## src/hw/bat_consts.svh

```systemverilog
// constants of the biphase audio transmitter: offsets, fields, resets
// and clock ratios; included by the transmitter and the bench, definitions only
`ifndef BAT_CONSTS_SVH
`define BAT_CONSTS_SVH

// register offsets on the peripheral port
`define BAT_OFS_CTRL     3'h0
`define BAT_OFS_NONAUDIO 3'h1
`define BAT_OFS_AUDIO_A  3'h2
`define BAT_OFS_AUDIO_B  3'h3
`define BAT_OFS_STATUS   3'h4

// transmit_control fields
`define BAT_EMPTY_IRQ_EN    0
`define BAT_UNDERRUN_IRQ_EN 1
`define BAT_BLOCK_IRQ_EN    2
`define BAT_CLK_SEL         4:3
`define BAT_FORCE_BLOCK     5
`define BAT_CTRL_RST        6'h00

// transmit_status fields
`define BAT_ST_EMPTY    0
`define BAT_ST_UNDERRUN 1
`define BAT_ST_BLOCK    2

// nonaudio_port field, order {cb,ub,vb,ca,ua,va}
`define BAT_NONAUDIO_FIELD 15:10

// preambles, already biphase coded, sent msb first
`define BAT_PRE_X 8'h1D
`define BAT_PRE_Y 8'h1B
`define BAT_PRE_Z 8'h17

// framing
`define BAT_LAST_FRAME 8'hBF
`define BAT_SLOT_DATA  5'h04
`define BAT_SLOT_PAR   5'h1F

// clock ratios against the sample rate
`define BAT_RATIO_CORE    1024
`define BAT_RATIO_EXT_LO  256
`define BAT_RATIO_EXT_MID 384
`define BAT_RATIO_EXT_HI  512
`define BAT_RATIO_BIPHASE 128

`endif

```

## src/hw/bat_pkg.sv

```systemverilog
// types of the biphase audio transmitter
// assumes the constants header is compiled alongside
package bat_pkg;

	// state of the two-entry audio buffer
	typedef struct packed {
		logic [23:0] w0;
		logic [23:0] w1;
		logic [1:0]  cnt;
	} bat_buf_s;

	// state of the transmitter
	typedef struct packed {
		logic        ext_s1;
		logic        ext_s2;
		logic        ext_s3;
		logic [5:0]  transmit_control;
		logic [5:0]  nonaudio_port;
		logic        audio_empty_flag;
		logic        underrun_flag;
		logic        block_end_flag;
		logic [1:0]  clr_arm;
		logic        wr_sel;
		logic [2:0]  div_cnt;
		logic        chan_b;
		logic [4:0]  slot;
		logic        half;
		logic [7:0]  frame;
		logic [7:0]  preamble;
		logic [26:0] subframe_shifter;
		logic        parity;
		logic        line;
		logic        replay;
		logic [2:0]  nonaudio_b_holder;
		logic [23:0] last_a;
		logic [23:0] last_b;
		logic [23:0] rdata;
	} bat_state_s;

endpackage

```

## src/hw/bat_pair_buf.sv

```systemverilog
// two-entry audio buffer: channel a and channel b words in write order
// assumes one clock, async active-low reset, flush from same domain
`timescale 1ns/1ps
`default_nettype none

module bat_pair_buf
	import bat_pkg::*;
(
	input  wire logic        sys_clk,
	input  wire logic        nrst,
	input  wire logic        clk_en,
	input  wire logic        flush,
	input  wire logic        in_valid,
	input  wire logic [23:0] in_data,
	output logic             in_ready,
	output logic             out_valid,
	output logic [23:0]      out_data,
	input  wire logic        out_ready
);

	bat_buf_s q;
	bat_buf_s d;

	// handshakes from the fill level, head word from flops
	assign in_ready  = (q.cnt != 2'h2);
	assign out_valid = (q.cnt != 2'h0);
	assign out_data  = q.w0;

	// ---------------------------------------------------------------
	// next state
	// ---------------------------------------------------------------
	// pop shifts the tail forward, push fills the first free entry
	always_comb
	begin
		logic       pop;
		logic       push;
		logic [1:0] wi;
		d    = q;
		pop  = out_valid & out_ready;
		push = in_valid & in_ready;
		wi   = q.cnt - 2'(pop);
		if (clk_en)
		begin
			if (flush)
				d.cnt = 2'h0;
			else
			begin
				if (pop)
					d.w0 = q.w1;
				if (push && wi == 2'h0)
					d.w0 = in_data;
				if (push && wi == 2'h1)
					d.w1 = in_data;
				d.cnt = q.cnt + 2'(push) - 2'(pop);
			end
		end
	end

	// state register
	always_ff @(posedge sys_clk or negedge nrst)
	begin
		if (!nrst)
			q <= '0;
		else
			q <= d;
	end

endmodule // bat_pair_buf

`default_nettype wire

```

## src/hw/bat_transmitter.sv

```systemverilog
// biphase audio transmitter: status flags, parity, biphase encoder,
// preamble generator, frame/block sequencer and clock divider
// assumes the core drives the register port on sys_clk; the external
// clock pin is asynchronous and is synchronised here
//
// Behaviour
// RL1: 24-bit read-only status, cleared on hardware, soft and stop reset; personal reset with both pin functions off keeps the flags
// RL2: audio-empty set when channel a enters shifter
// RL3: empty interrupt while flag and enable set
// RL4: two written words clear audio-empty
// RL5: underrun set when upload finds buffer empty
// RL6: underrun replays previous frame in both channels
// RL7: underrun interrupt while flag and enable set
// RL8: underrun clears after flagged read, two writes
// RL9: block-end set entering frame 191
// RL10: block-end only swaps empty vector for block
// RL11: two written words clear block-end
// RL12: status bits 3 to 23 read zero
// RL13: parity makes slots 4 to 31 even
// RL14: biphase mark encoding on output pin
// RL15: preambles x, y, z loaded per subframe
// RL16: z first, then y, x/y for 192 frames
// RL17: biphase 128fs, shift 64fs from selected source
// RL18: core clock at least five times shift clock
// RL19: software enables only after data and control
// RL20: software keeps empty enable low under dma
// RL21: dma request while port and buffer empty
// RL22: stop holds reset, flags cleared, control kept
// RL23: audio writes alternate channel a, channel b
// RL24: validity, user, status in slots 28-30
// RL25: clock select picks core or pin ratio
// RL26: force block start restarts, then self-clears
// RL27: frame is two 32-slot subframes
`timescale 1ns/1ps
`default_nettype none

`include "bat_consts.svh"

module bat_transmitter
	import bat_pkg::*;
(
	input  wire logic        sys_clk,
	input  wire logic        nrst,
	input  wire logic        clk_en,
	input  wire logic        soft_rst,
	input  wire logic        stop_mode,
	input  wire logic        output_pin_function,
	input  wire logic        clock_pin_function,
	input  wire logic        external_clock_pin,
	input  wire logic [2:0]  reg_addr,
	input  wire logic        reg_wr,
	input  wire logic        reg_rd,
	input  wire logic [23:0] reg_wdata,
	output logic [23:0]      reg_rdata,
	output logic             audio_ready,
	output logic             dma_req,
	output logic             empty_irq_req,
	output logic             underrun_irq_req,
	output logic             block_irq_req,
	output logic             biphase_output_pin
);

	localparam bat_state_s ST_RST = '{frame: `BAT_LAST_FRAME, default: '0};

	bat_state_s q;
	bat_state_s d;

	// ---------------------------------------------------------------
	// helpers
	// ---------------------------------------------------------------
	// source events per biphase half-bit for a clock select code
	function automatic logic [2:0] half_div(input logic [1:0] cs);
		unique case (cs)
			2'h0: half_div = 3'(`BAT_RATIO_CORE / `BAT_RATIO_BIPHASE);
			2'h1: half_div = 3'(`BAT_RATIO_EXT_LO / `BAT_RATIO_BIPHASE);
			2'h2: half_div = 3'(`BAT_RATIO_EXT_MID / `BAT_RATIO_BIPHASE);
			2'h3: half_div = 3'(`BAT_RATIO_EXT_HI / `BAT_RATIO_BIPHASE);
		endcase
	endfunction

	// ---------------------------------------------------------------
	// events of the current cycle
	// ---------------------------------------------------------------
	logic        running;
	logic        reinit;
	logic        src_evt;
	logic        tick;
	logic        a_up;
	logic        b_up;
	logic        aud_wr;
	logic        buf_ready;
	logic        buf_valid;
	logic [23:0] buf_data;
	logic        buf_pop;
	logic [2:0]  div;

	// both pin functions off puts the transmitter in personal reset
	assign running = output_pin_function | clock_pin_function;
	assign reinit  = soft_rst | stop_mode; // [RL22]
	assign div     = half_div(q.transmit_control[`BAT_CLK_SEL]); // [RL25]
	// rising edge of the synchronised pin, or every core cycle
	assign src_evt = (q.transmit_control[`BAT_CLK_SEL] == 2'h0) ?
		1'b1 : (q.ext_s2 & ~q.ext_s3);
	// one tick per biphase half-bit, two per shift slot
	assign tick = running & ~reinit & src_evt
		& (q.div_cnt == div - 3'h1); // [RL17]
	assign a_up = tick & ~q.chan_b & (q.slot == 5'h00) & ~q.half;
	assign b_up = tick & q.chan_b & (q.slot == 5'h00) & ~q.half;
	assign aud_wr = reg_wr & ((reg_addr == `BAT_OFS_AUDIO_A)
		| (reg_addr == `BAT_OFS_AUDIO_B));
	// channel a pops only when both words wait; b pops unless replaying
	assign buf_pop = (a_up & ~buf_ready) | (b_up & ~q.replay);

	// ---------------------------------------------------------------
	// audio buffer between write port and shifter
	// ---------------------------------------------------------------
	// successive writes land in a then b order
	bat_pair_buf u_buf (
		.sys_clk   (sys_clk),
		.nrst      (nrst),
		.clk_en    (clk_en),
		.flush     (reinit),
		.in_valid  (aud_wr & ~reinit),
		.in_data   (reg_wdata),
		.in_ready  (buf_ready),
		.out_valid (buf_valid),
		.out_data  (buf_data),
		.out_ready (buf_pop)
	); // [RL23]

	// ---------------------------------------------------------------
	// outputs
	// ---------------------------------------------------------------
	assign reg_rdata          = q.rdata;
	assign audio_ready        = buf_ready;
	assign biphase_output_pin = q.line;
	assign dma_req            = q.audio_empty_flag; // [RL21]
	// block-end only redirects the empty request
	assign block_irq_req = q.audio_empty_flag & q.block_end_flag
		& q.transmit_control[`BAT_BLOCK_IRQ_EN]; // [RL10]
	assign empty_irq_req = q.audio_empty_flag
		& q.transmit_control[`BAT_EMPTY_IRQ_EN] & ~block_irq_req; // [RL3]
	assign underrun_irq_req = q.underrun_flag
		& q.transmit_control[`BAT_UNDERRUN_IRQ_EN]; // [RL7]

	// ---------------------------------------------------------------
	// next state
	// ---------------------------------------------------------------
	always_comb
	begin
		logic [7:0] fnum;
		logic [2:0] pidx;
		logic       bitv;
		d    = q;
		fnum = 8'h00;
		pidx = 3'h0;
		bitv = 1'b0;
		if (clk_en)
		begin
			// pin synchroniser; the second and third stages feed the edge detect
			d.ext_s1 = external_clock_pin;
			d.ext_s2 = q.ext_s1;
			d.ext_s3 = q.ext_s2;

			// register reads, status bits above 2 read as zero
			if (reg_rd)
			begin
				unique case (reg_addr)
					`BAT_OFS_CTRL:
						d.rdata = {18'h0_0000, q.transmit_control};
					`BAT_OFS_STATUS:
						d.rdata = {21'h00_0000, q.block_end_flag,
							q.underrun_flag, q.audio_empty_flag}; // [RL12]
					default:
						d.rdata = 24'h00_0000;
				endcase
				// a read that shows underrun arms its clear
				if (reg_addr == `BAT_OFS_STATUS && q.underrun_flag
					&& q.clr_arm == 2'h0)
					d.clr_arm = 2'h1; // [RL8]
			end

			// audio writes: the b word completes the pair
			if (aud_wr && buf_ready)
			begin
				d.wr_sel = ~q.wr_sel;
				if (q.wr_sel)
				begin
					d.audio_empty_flag = 1'b0; // [RL4]
					d.block_end_flag   = 1'b0; // [RL11]
				end
				if (q.clr_arm == 2'h1)
					d.clr_arm = 2'h2;
				else if (q.clr_arm == 2'h2)
				begin
					d.clr_arm       = 2'h0;
					d.underrun_flag = 1'b0; // [RL8]
				end
			end
			if (reg_wr && reg_addr == `BAT_OFS_NONAUDIO)
				d.nonaudio_port = reg_wdata[`BAT_NONAUDIO_FIELD];

			// half-bit divider on the selected source
			if (src_evt)
				d.div_cnt = (q.div_cnt == div - 3'h1) ? 3'h0
					: q.div_cnt + 3'h1; // [RL17]

			// channel a upload starts the frame
			if (a_up)
			begin
				fnum = (q.frame == `BAT_LAST_FRAME
					|| q.transmit_control[`BAT_FORCE_BLOCK]) ? 8'h00
					: q.frame + 8'h01; // [RL16]
				d.frame = fnum;
				d.transmit_control[`BAT_FORCE_BLOCK] = 1'b0; // [RL26]
				d.preamble = (fnum == 8'h00) ? `BAT_PRE_Z
					: `BAT_PRE_X; // [RL15]
				d.audio_empty_flag = 1'b1; // [RL2]
				if (fnum == `BAT_LAST_FRAME)
					d.block_end_flag = 1'b1; // [RL9]
				d.nonaudio_b_holder = q.nonaudio_port[5:3];
				d.parity = 1'b0;
				if (!buf_ready)
				begin
					d.subframe_shifter = {q.nonaudio_port[2:0], buf_data};
					d.last_a = buf_data;
					d.replay = 1'b0;
				end
				else
				begin
					// missing pair: repeat last frame in both channels
					d.underrun_flag    = 1'b1; // [RL5]
					d.replay           = 1'b1; // [RL6]
					d.subframe_shifter = {q.nonaudio_port[2:0], q.last_a};
				end
			end

			// channel b upload
			if (b_up)
			begin
				d.preamble = `BAT_PRE_Y; // [RL15]
				d.parity   = 1'b0;
				if (!q.replay && buf_valid)
				begin
					d.subframe_shifter = {q.nonaudio_b_holder, buf_data};
					d.last_b = buf_data;
				end
				else
				begin
					if (!q.replay)
						d.underrun_flag = 1'b1; // [RL5]
					// slots 28 to 30 carry v, u, c
					d.subframe_shifter = {q.nonaudio_b_holder,
						q.last_b}; // [RL24]
				end
			end

			// line coding, one half-bit per tick
			if (tick)
			begin
				if (q.slot < `BAT_SLOT_DATA)
				begin
					pidx   = {q.slot[1:0], q.half};
					d.line = d.preamble[3'h7 - pidx]; // [RL15]
				end
				else
				begin
					bitv = (q.slot == `BAT_SLOT_PAR) ? q.parity
						: q.subframe_shifter[0]; // [RL13]
					if (!q.half)
						d.line = ~q.line; // [RL14]
					else
					begin
						if (bitv)
							d.line = ~q.line; // [RL14]
						if (q.slot != `BAT_SLOT_PAR)
						begin
							d.subframe_shifter = q.subframe_shifter >> 1;
							d.parity = q.parity ^ bitv; // [RL13]
						end
					end
				end
				// advance slot position within the frame
				d.half = ~q.half;
				if (q.half)
				begin
					d.slot = q.slot + 5'h01; // [RL27]
					if (q.slot == `BAT_SLOT_PAR)
						d.chan_b = ~q.chan_b; // [RL27]
				end
			end

			// control write last so a software set beats the clear
			if (reg_wr && reg_addr == `BAT_OFS_CTRL)
				d.transmit_control = reg_wdata[5:0];

			// personal reset while disabled: sequence restarts at z
			if (!running || reinit)
			begin
				d.div_cnt = 3'h0;
				d.chan_b  = 1'b0;
				d.slot    = 5'h00;
				d.half    = 1'b0;
				d.frame   = `BAT_LAST_FRAME; // [RL16]
				d.line    = 1'b0;
				d.replay  = 1'b0;
			end
			// soft reset and stop clear status; only soft clears control
			if (reinit)
			begin
				d.audio_empty_flag = 1'b0; // [RL1]
				d.underrun_flag    = 1'b0; // [RL1]
				d.block_end_flag   = 1'b0; // [RL1]
				d.clr_arm          = 2'h0;
				d.wr_sel           = 1'b0;
				if (soft_rst)
					d.transmit_control = `BAT_CTRL_RST;
			end
		end
	end

	// state register
	always_ff @(posedge sys_clk or negedge nrst)
	begin
		if (!nrst)
			q <= ST_RST;
		else
			q <= d;
	end
endmodule // bat_transmitter

`default_nettype wire

```

## config.mk

```make
export PLATFORM = sky130hd
export DESIGN_NAME = bat_transmitter
export DESIGN_NICKNAME = d
export VERILOG_FILES = /design/src/hw/bat_pkg.sv /design/src/hw/bat_pair_buf.sv /design/src/hw/bat_transmitter.sv
export VERILOG_INCLUDE_DIRS = /design/src /design/src/hw
export SDC_FILE = /design/constraint.sdc
export NUM_CORES = 1
export LEC_CHECK = 0
export BUFFER_PORTS_ARGS = -buffer_cell sky130_fd_sc_hd__buf_2
export CORE_ASPECT_RATIO = 2
export CORE_MARGIN = 2
export CORE_UTILIZATION = 55
export CTS_CLUSTER_SIZE = 25
export DETAILED_ROUTE_END_ITERATION = 8
export PLACE_DENSITY = 0.77
export SKIP_LAST_GASP = 1
export SYNTH_ARGS = -nofsm -noshare
export SYNTH_HDL_FRONTEND = slang
export SYNTH_SLANG_ARGS = --single-unit
```

## constraint.sdc

```tcl
create_clock -name sys_clk -period 3.4 [get_ports sys_clk]
set_input_delay 0 -clock sys_clk [delete_from_list [all_inputs] [get_ports sys_clk]]
set_output_delay 0 -clock sys_clk [all_outputs]
set_load 0.1 [all_outputs]
```

Word-level counts from Yosys, hierarchy flattened
Index checks and enable logic that the tools add are counted.

operators by class
  add/subtract/negate cells = 8
  $mul = 0
  divide/modulo/power cells = 0
  magnitude comparators = 2
  equality and inequality tests = 17
  shifts and indexed selects = 0
  muxes and demuxes = 53
  bitwise operators = 35
  reduce and logical (&&, ||, !) cells = 43

operators with widths
  cell                                           number
  2-to-1 mux 24 bit                              5
  2-to-1 mux 28 bit                              4
  2-to-1 mux 36 bit                              2
  2-to-1 mux 44 bit                              1
  2-to-1 mux 6 bit                               6
  2-to-1 mux 29 bit                              1
  AND 1 bit                                      21
  AND reduction 3 bit                            7
  2-to-1 mux 1 bit                               18
  2-to-1 mux 18 bit                              1
  == test 8 bit, second input constant           2
  nonzero test 2 bit                             8
  AND reduction 2 bit                            7
  2-to-1 mux 2 bit                               6
  case mux 3 bit (4 select lines)                1
  case mux 6 bit (2 select lines)                1
  2-to-1 mux 3 bit                               3
  inverter 1 bit                                 9
  adder 8 x 1 -> 8 bit, second input constant    1
  logical AND 1 bit                              8
  zero test 8 bit                                1
  2-to-1 mux 8 bit                               1
  2-to-1 mux 7 bit                               1
  == test 2 x 1 -> 1 bit, second input constant  3
  28 further kinds                               40

word-level totals
  bits in registers = 202
  bits in latches = 0
  bits in writable memories = 0
  ROM bits = 0
  bits of input ports = 37
  output and inout bits = 30
  logic and storage cells = 185
  memories = 0

Logic depth before layout (Yosys ltp)
  depth after elaboration = 16
  depth in mapped cells = 13

Hierarchy
Synthesis repeated with hierarchy kept, for this count alone.

unflattened totals
  cells, all modules = 909
  area, all modules = 9680.5 sq um

by module, submodules not included
  module           times used  cells each  area an instance (sq um)  seq. area each (sq um)
  bat_transmitter  1           703         7205.7                    3362.0
  bat_pair_buf     1           206         2474.9                    1251.2

Least setup slack after synthesis
Ideal clock, no wire load.

  kind = register to register
  start point = register q[122] in the netlist's numbering
  end point = register u_buf.q, in the netlist u_buf.out_data[10]
  library setup time = 0.125 ns
  data arrival time = 3.395 ns
  data required time = 3.275 ns
  slack = -0.120 ns
  cell stages (with the launch flop) = 14
  path through = dfrtp_1 -> clkbuf_1 -> inv_1 -> ha_1 -> or4b_4 -> nor2_4 -> o2111ai_4 -> a2111oi_4 -> ha_1 -> inv_1 -> nor3_2 -> buf_2 -> mux2_2 -> mux2_4

on the way
  cells in the longest elaborated chain, start to end = 11
  elaborated cells between the ends (all ways) = 15

ends and longest elaborated chain
  element                                     RTL line                                        source
  start, declared                             bat_transmitter.sv:65                           bat_state_s q;
  start signal, assigned                      bat_transmitter.sv:326                          q <= ST_RST;
  start signal, assigned                      bat_transmitter.sv:328                          q <= d;
  zero test 5 bit (*)                         bat_transmitter.sv:107, bat_transmitter.sv:108
  AND 1 bit (on tied branches) (2 in series)  bat_transmitter.sv:107, bat_transmitter.sv:108
  AND 1 bit                                   bat_transmitter.sv:112                          assign buf_pop = (a_up & ~buf_ready) | (b_up & ~q.replay);
  bitwise OR 1 bit (*)                        bat_transmitter.sv:112
  AND 1 bit (*)                               bat_pair_buf.sv:39                              pop = out_valid & out_ready;
  subtractor 2 x 1 -> 2 bit                   bat_pair_buf.sv:41                              wi = q.cnt - 2'(pop);
  zero test 2 bit                             bat_pair_buf.sv:50                              if (push && wi == 2'h0)
  logical AND 1 bit                           bat_pair_buf.sv:50
  nonzero test 2 bit (no source line)         -
  AND reduction 3 bit (no source line)        -
  end signal, assigned                        bat_pair_buf.sv:63                              q <= '0;
  end signal, assigned                        bat_pair_buf.sv:65                              q <= d;
  end, declared                               bat_pair_buf.sv:21                              bat_buf_s q;

Every way passes the cells marked *; elsewhere a longest branch is shown, timed or not.
A chain may end at the register's enable or synchronous reset.

Worst setup path after layout
  start point = register q[123] in the netlist's numbering
  end point = register u_buf.q, in the netlist u_buf.out_data[13]

Same word-level chain as after synthesis.

==> run metrics <==
Yosys cell types=73; placed cell areas=about 9800 um2; sequential-to-total area share from yosys stat=between 40% and 50%; Routability Congestion=between 0.9 and 1; Crit path required time=roughly 3.7 ns; Max VDD drop=between 300 and 400 uV; HPWL after detailed placement=between 10,000 and 15,000 um; Post-synth top cells=177 x dfrtp_1, 112 x mux2_2, 93 x nand2_1; TritonCTS Buffers=17; clk buf depth=2; PortBufs=48; io pins=67; vias in the first global route=between 7k and 8k; final instance area=around 11,000 um2; Avg Cell Area, Syn=about 11 um2; HP Class=in2reg; Critical Path AT=~3.6 ns; post-layout min period=around 3.3 ns; Final ANT Viol Nets=0; final hold vios=0; Tot Pwr=4.65 mW; status=finished clean; Num Clock Sinks=around 180; count leader, synth=dfrtp_1; Post-Syn Area=between 9000 and 10,000 um2; Crit. Startpoint=q[123]; hold slack final=0.0197 ns; layout cell share with drive strength beyond 1=28.2%; largest area contributor in the netlist=dfrtp_1; average vias per placed instance=6.04; RR Endpoint=u_buf.out_data[13]; flip-flop and latch count after synthesis=~180; R2R Setup Slk=about 0.12 ns; core area=17,100 um2; diodes inserted=0; vias after detailed routing=about 7k; first-pass GRT wire length=around 37,000 um; synth top area cells=dfrtp_1 47%, mux2_2 13%, nand2_1 3.7%, mux2_4 3.2%, a21oi_1 2.2%; CP endpoint kind=register; FMAX=between 300 and 400 MHz; Detailed Routing Iterations Pass 1=5; total number of yosys warnings=0; maxcap violations=0; max_slew headroom=48.4%; Rows=68; Remaining DRCs=0; H-tree Lvls=4; min-delay src=output_pin_function; GRT overflow=0; largest net degree at the start of global routing=83; CTS tree=built; CP Launch Type=register; asr flop ratio synth=100%; met2 Use GR=39.9%; Hold Path Stages=3; EDFF count, synth=0; CP Class=reg2reg; total routed wirelength=roughly 22,000 um; initial drt markers=between 400 and 500; dominant synthesized flop cell=dfrtp_1; M3 GR Usage=under 10%; wire length per cell=between 15 and 20 um; Die Width=just under 100 um; Initial Utilization=roughly 55%; actual slew at the worst max-slew pin=0.774 ns; register clock-pin slew on the reported worst setup and hold paths=roughly 0.080 ns; gr usage total=about a quarter; Cells after Synth=around 880; clk root buf=clkbuf_16; maximum fanout along the worst path=12; number of nets in the layout=~1,000; Skew-Pair Late Insertion Delay=roughly 0.44 ns; Leakage=between 5 and 6 nW; Die Y=about 190 um; synthesis-to-layout area growth=14.1%; final setup violating endpoints=0; Cell Pwr Density=~430 nW/um2; fin crit share=96.4%; Hold EP=q[130]; worst r2r src=q[123]; share of the synthesized area in the top cell type=46.7%; DIE AREA=18,400 um2; gr busiest metal=met2; clock skew=roughly 0.014 ns; initial antenna violation count=0; Pins Over Slew Limit=0; met1 Usage GRT=between 30% and 40%; FF-to-FF path depth=13
## layout by cell type (no fill, tap or decap), types with 5 or more instances in the layout
cell and n:
nor2_1 52, nand4_1 5, dlygate4sd3_1 35, nor3_1 11
xnor2_1 6, a21oi_1 41, o211ai_1 8, buf_2 47
a31oi_1 28, dfrtp_1 176, and3_1 5, buf_4 17
a211oi_1 26, and2_1 27, nand2_1 93, o21ai_0 28
conb_1 18, dfstp_2 7, ha_1 7, mux2_2 112
o22ai_1 29, mux2_4 20, clkbuf_16 19, nand3_1 6
mux2i_1 9, inv_1 14, inv_8 6, or2_2 7
## final cells by class
cell class              count  area [um2]
inverters                  14        52.6
well taps                 210         263
flip-flops and latches    184        4610
multi-input cells         614        4440
repair buffers            106         846
clock inverters            15         180
fillers                  1281        6280
clock buffers              17         425
## critical path, cell delays in order (launching register included)
cell and delay (ns):
dfrtp_1 0.42, inv_1 0.11, ha_1 0.15, or4b_4 0.50
nor2_4 0.12, o2111ai_4 0.15, a2111oi_4 0.27, ha_1 0.22
inv_1 0.09, nor3_4 0.20, buf_12 0.15, clkbuf_16 0.17
mux2_2 0.34, mux2_4 0.27
## layer usage
| layer | routed length [um] | up-vias | share of wire (%) |
|---|---|---|---|
| met5 | 0 | - | 0 |
| met4 | 550 | 0 | 2.5 |
| met3 | 985 | 43 | 4.4 |
| met2 | 11100 | 216 | 50 |
| met1 | 9730 | 3514 | 44 |
| li1 | - | 3232 | - |
## how the worst max path moves through the flow
| stage | depth (start not counted) | slack [ns] | endpoint |
|---|---|---|---|
| finish | 13 | 0.12 | u_buf.out_data[13] |
| global route | 13 | -0.04 | u_buf.out_data[2] |
| CTS | 10 | 0.11 | u_buf.q[24] |
| detailed placement | 10 | 0.12 | u_buf.q[17] |
| global placement | 10 | 0.25 | u_buf.q[23] |
| floorplan | 12 | 0.11 | u_buf.q[10] |
## logic make-up after synthesis
kind of cell	count (synthesis)	share of synthesized area, %
adder cells (fa/ha/maj)	7	0.923
multiplexers	146	18.1
AO/OA/AOI/OAI	194	13.6
AND/OR/NAND/NOR	239	12.5
flip-flops	184	48.6
buffers and inverters	94	5.29
XOR/XNOR	10	0.923
other	1	0.0395
## through the flow
step / TNS, ns / setup slack (ns) / utilization (%) / cells
2_1_floorplan: 0 / 0.108 / - / 892
3_3_place_gp: 0 / 0.247 / 57.2 / 1089
3_5_place_dp: 0 / 0.122 / 57.2 / 1089
4_1_cts: 0 / 0.114 / 62.8 / 1156
5_1_grt: -0.359 / -0.0378 / 63.3 / 1160
6_report: 0 / 0.123 / 63.3 / 1160
## sequential cells by signal (all words and copies together) (netlist names)
signal and count:
q 126, u_buf.q 26, u_buf.out_data 24, reg_rdata 6, biphase_output_pin 1, dma_req 1
## report_power, final
group | switching [mW] | internal (mW)
Clock | 0.963 | 1.06
Sequential | 0.0392 | 2.24
Combinational | 0.242 | 0.111
Total | 1.24 | 3.41
## what timing repair did
item,in CTS,in global routing
resized for setup,0,1
hold buffers,35,0
endpoints found under the hold margin,149,0
buffers inserted,0,2
setup endpoints to repair,0,47
No activity file was read; power rests on OpenSTA's default activity.
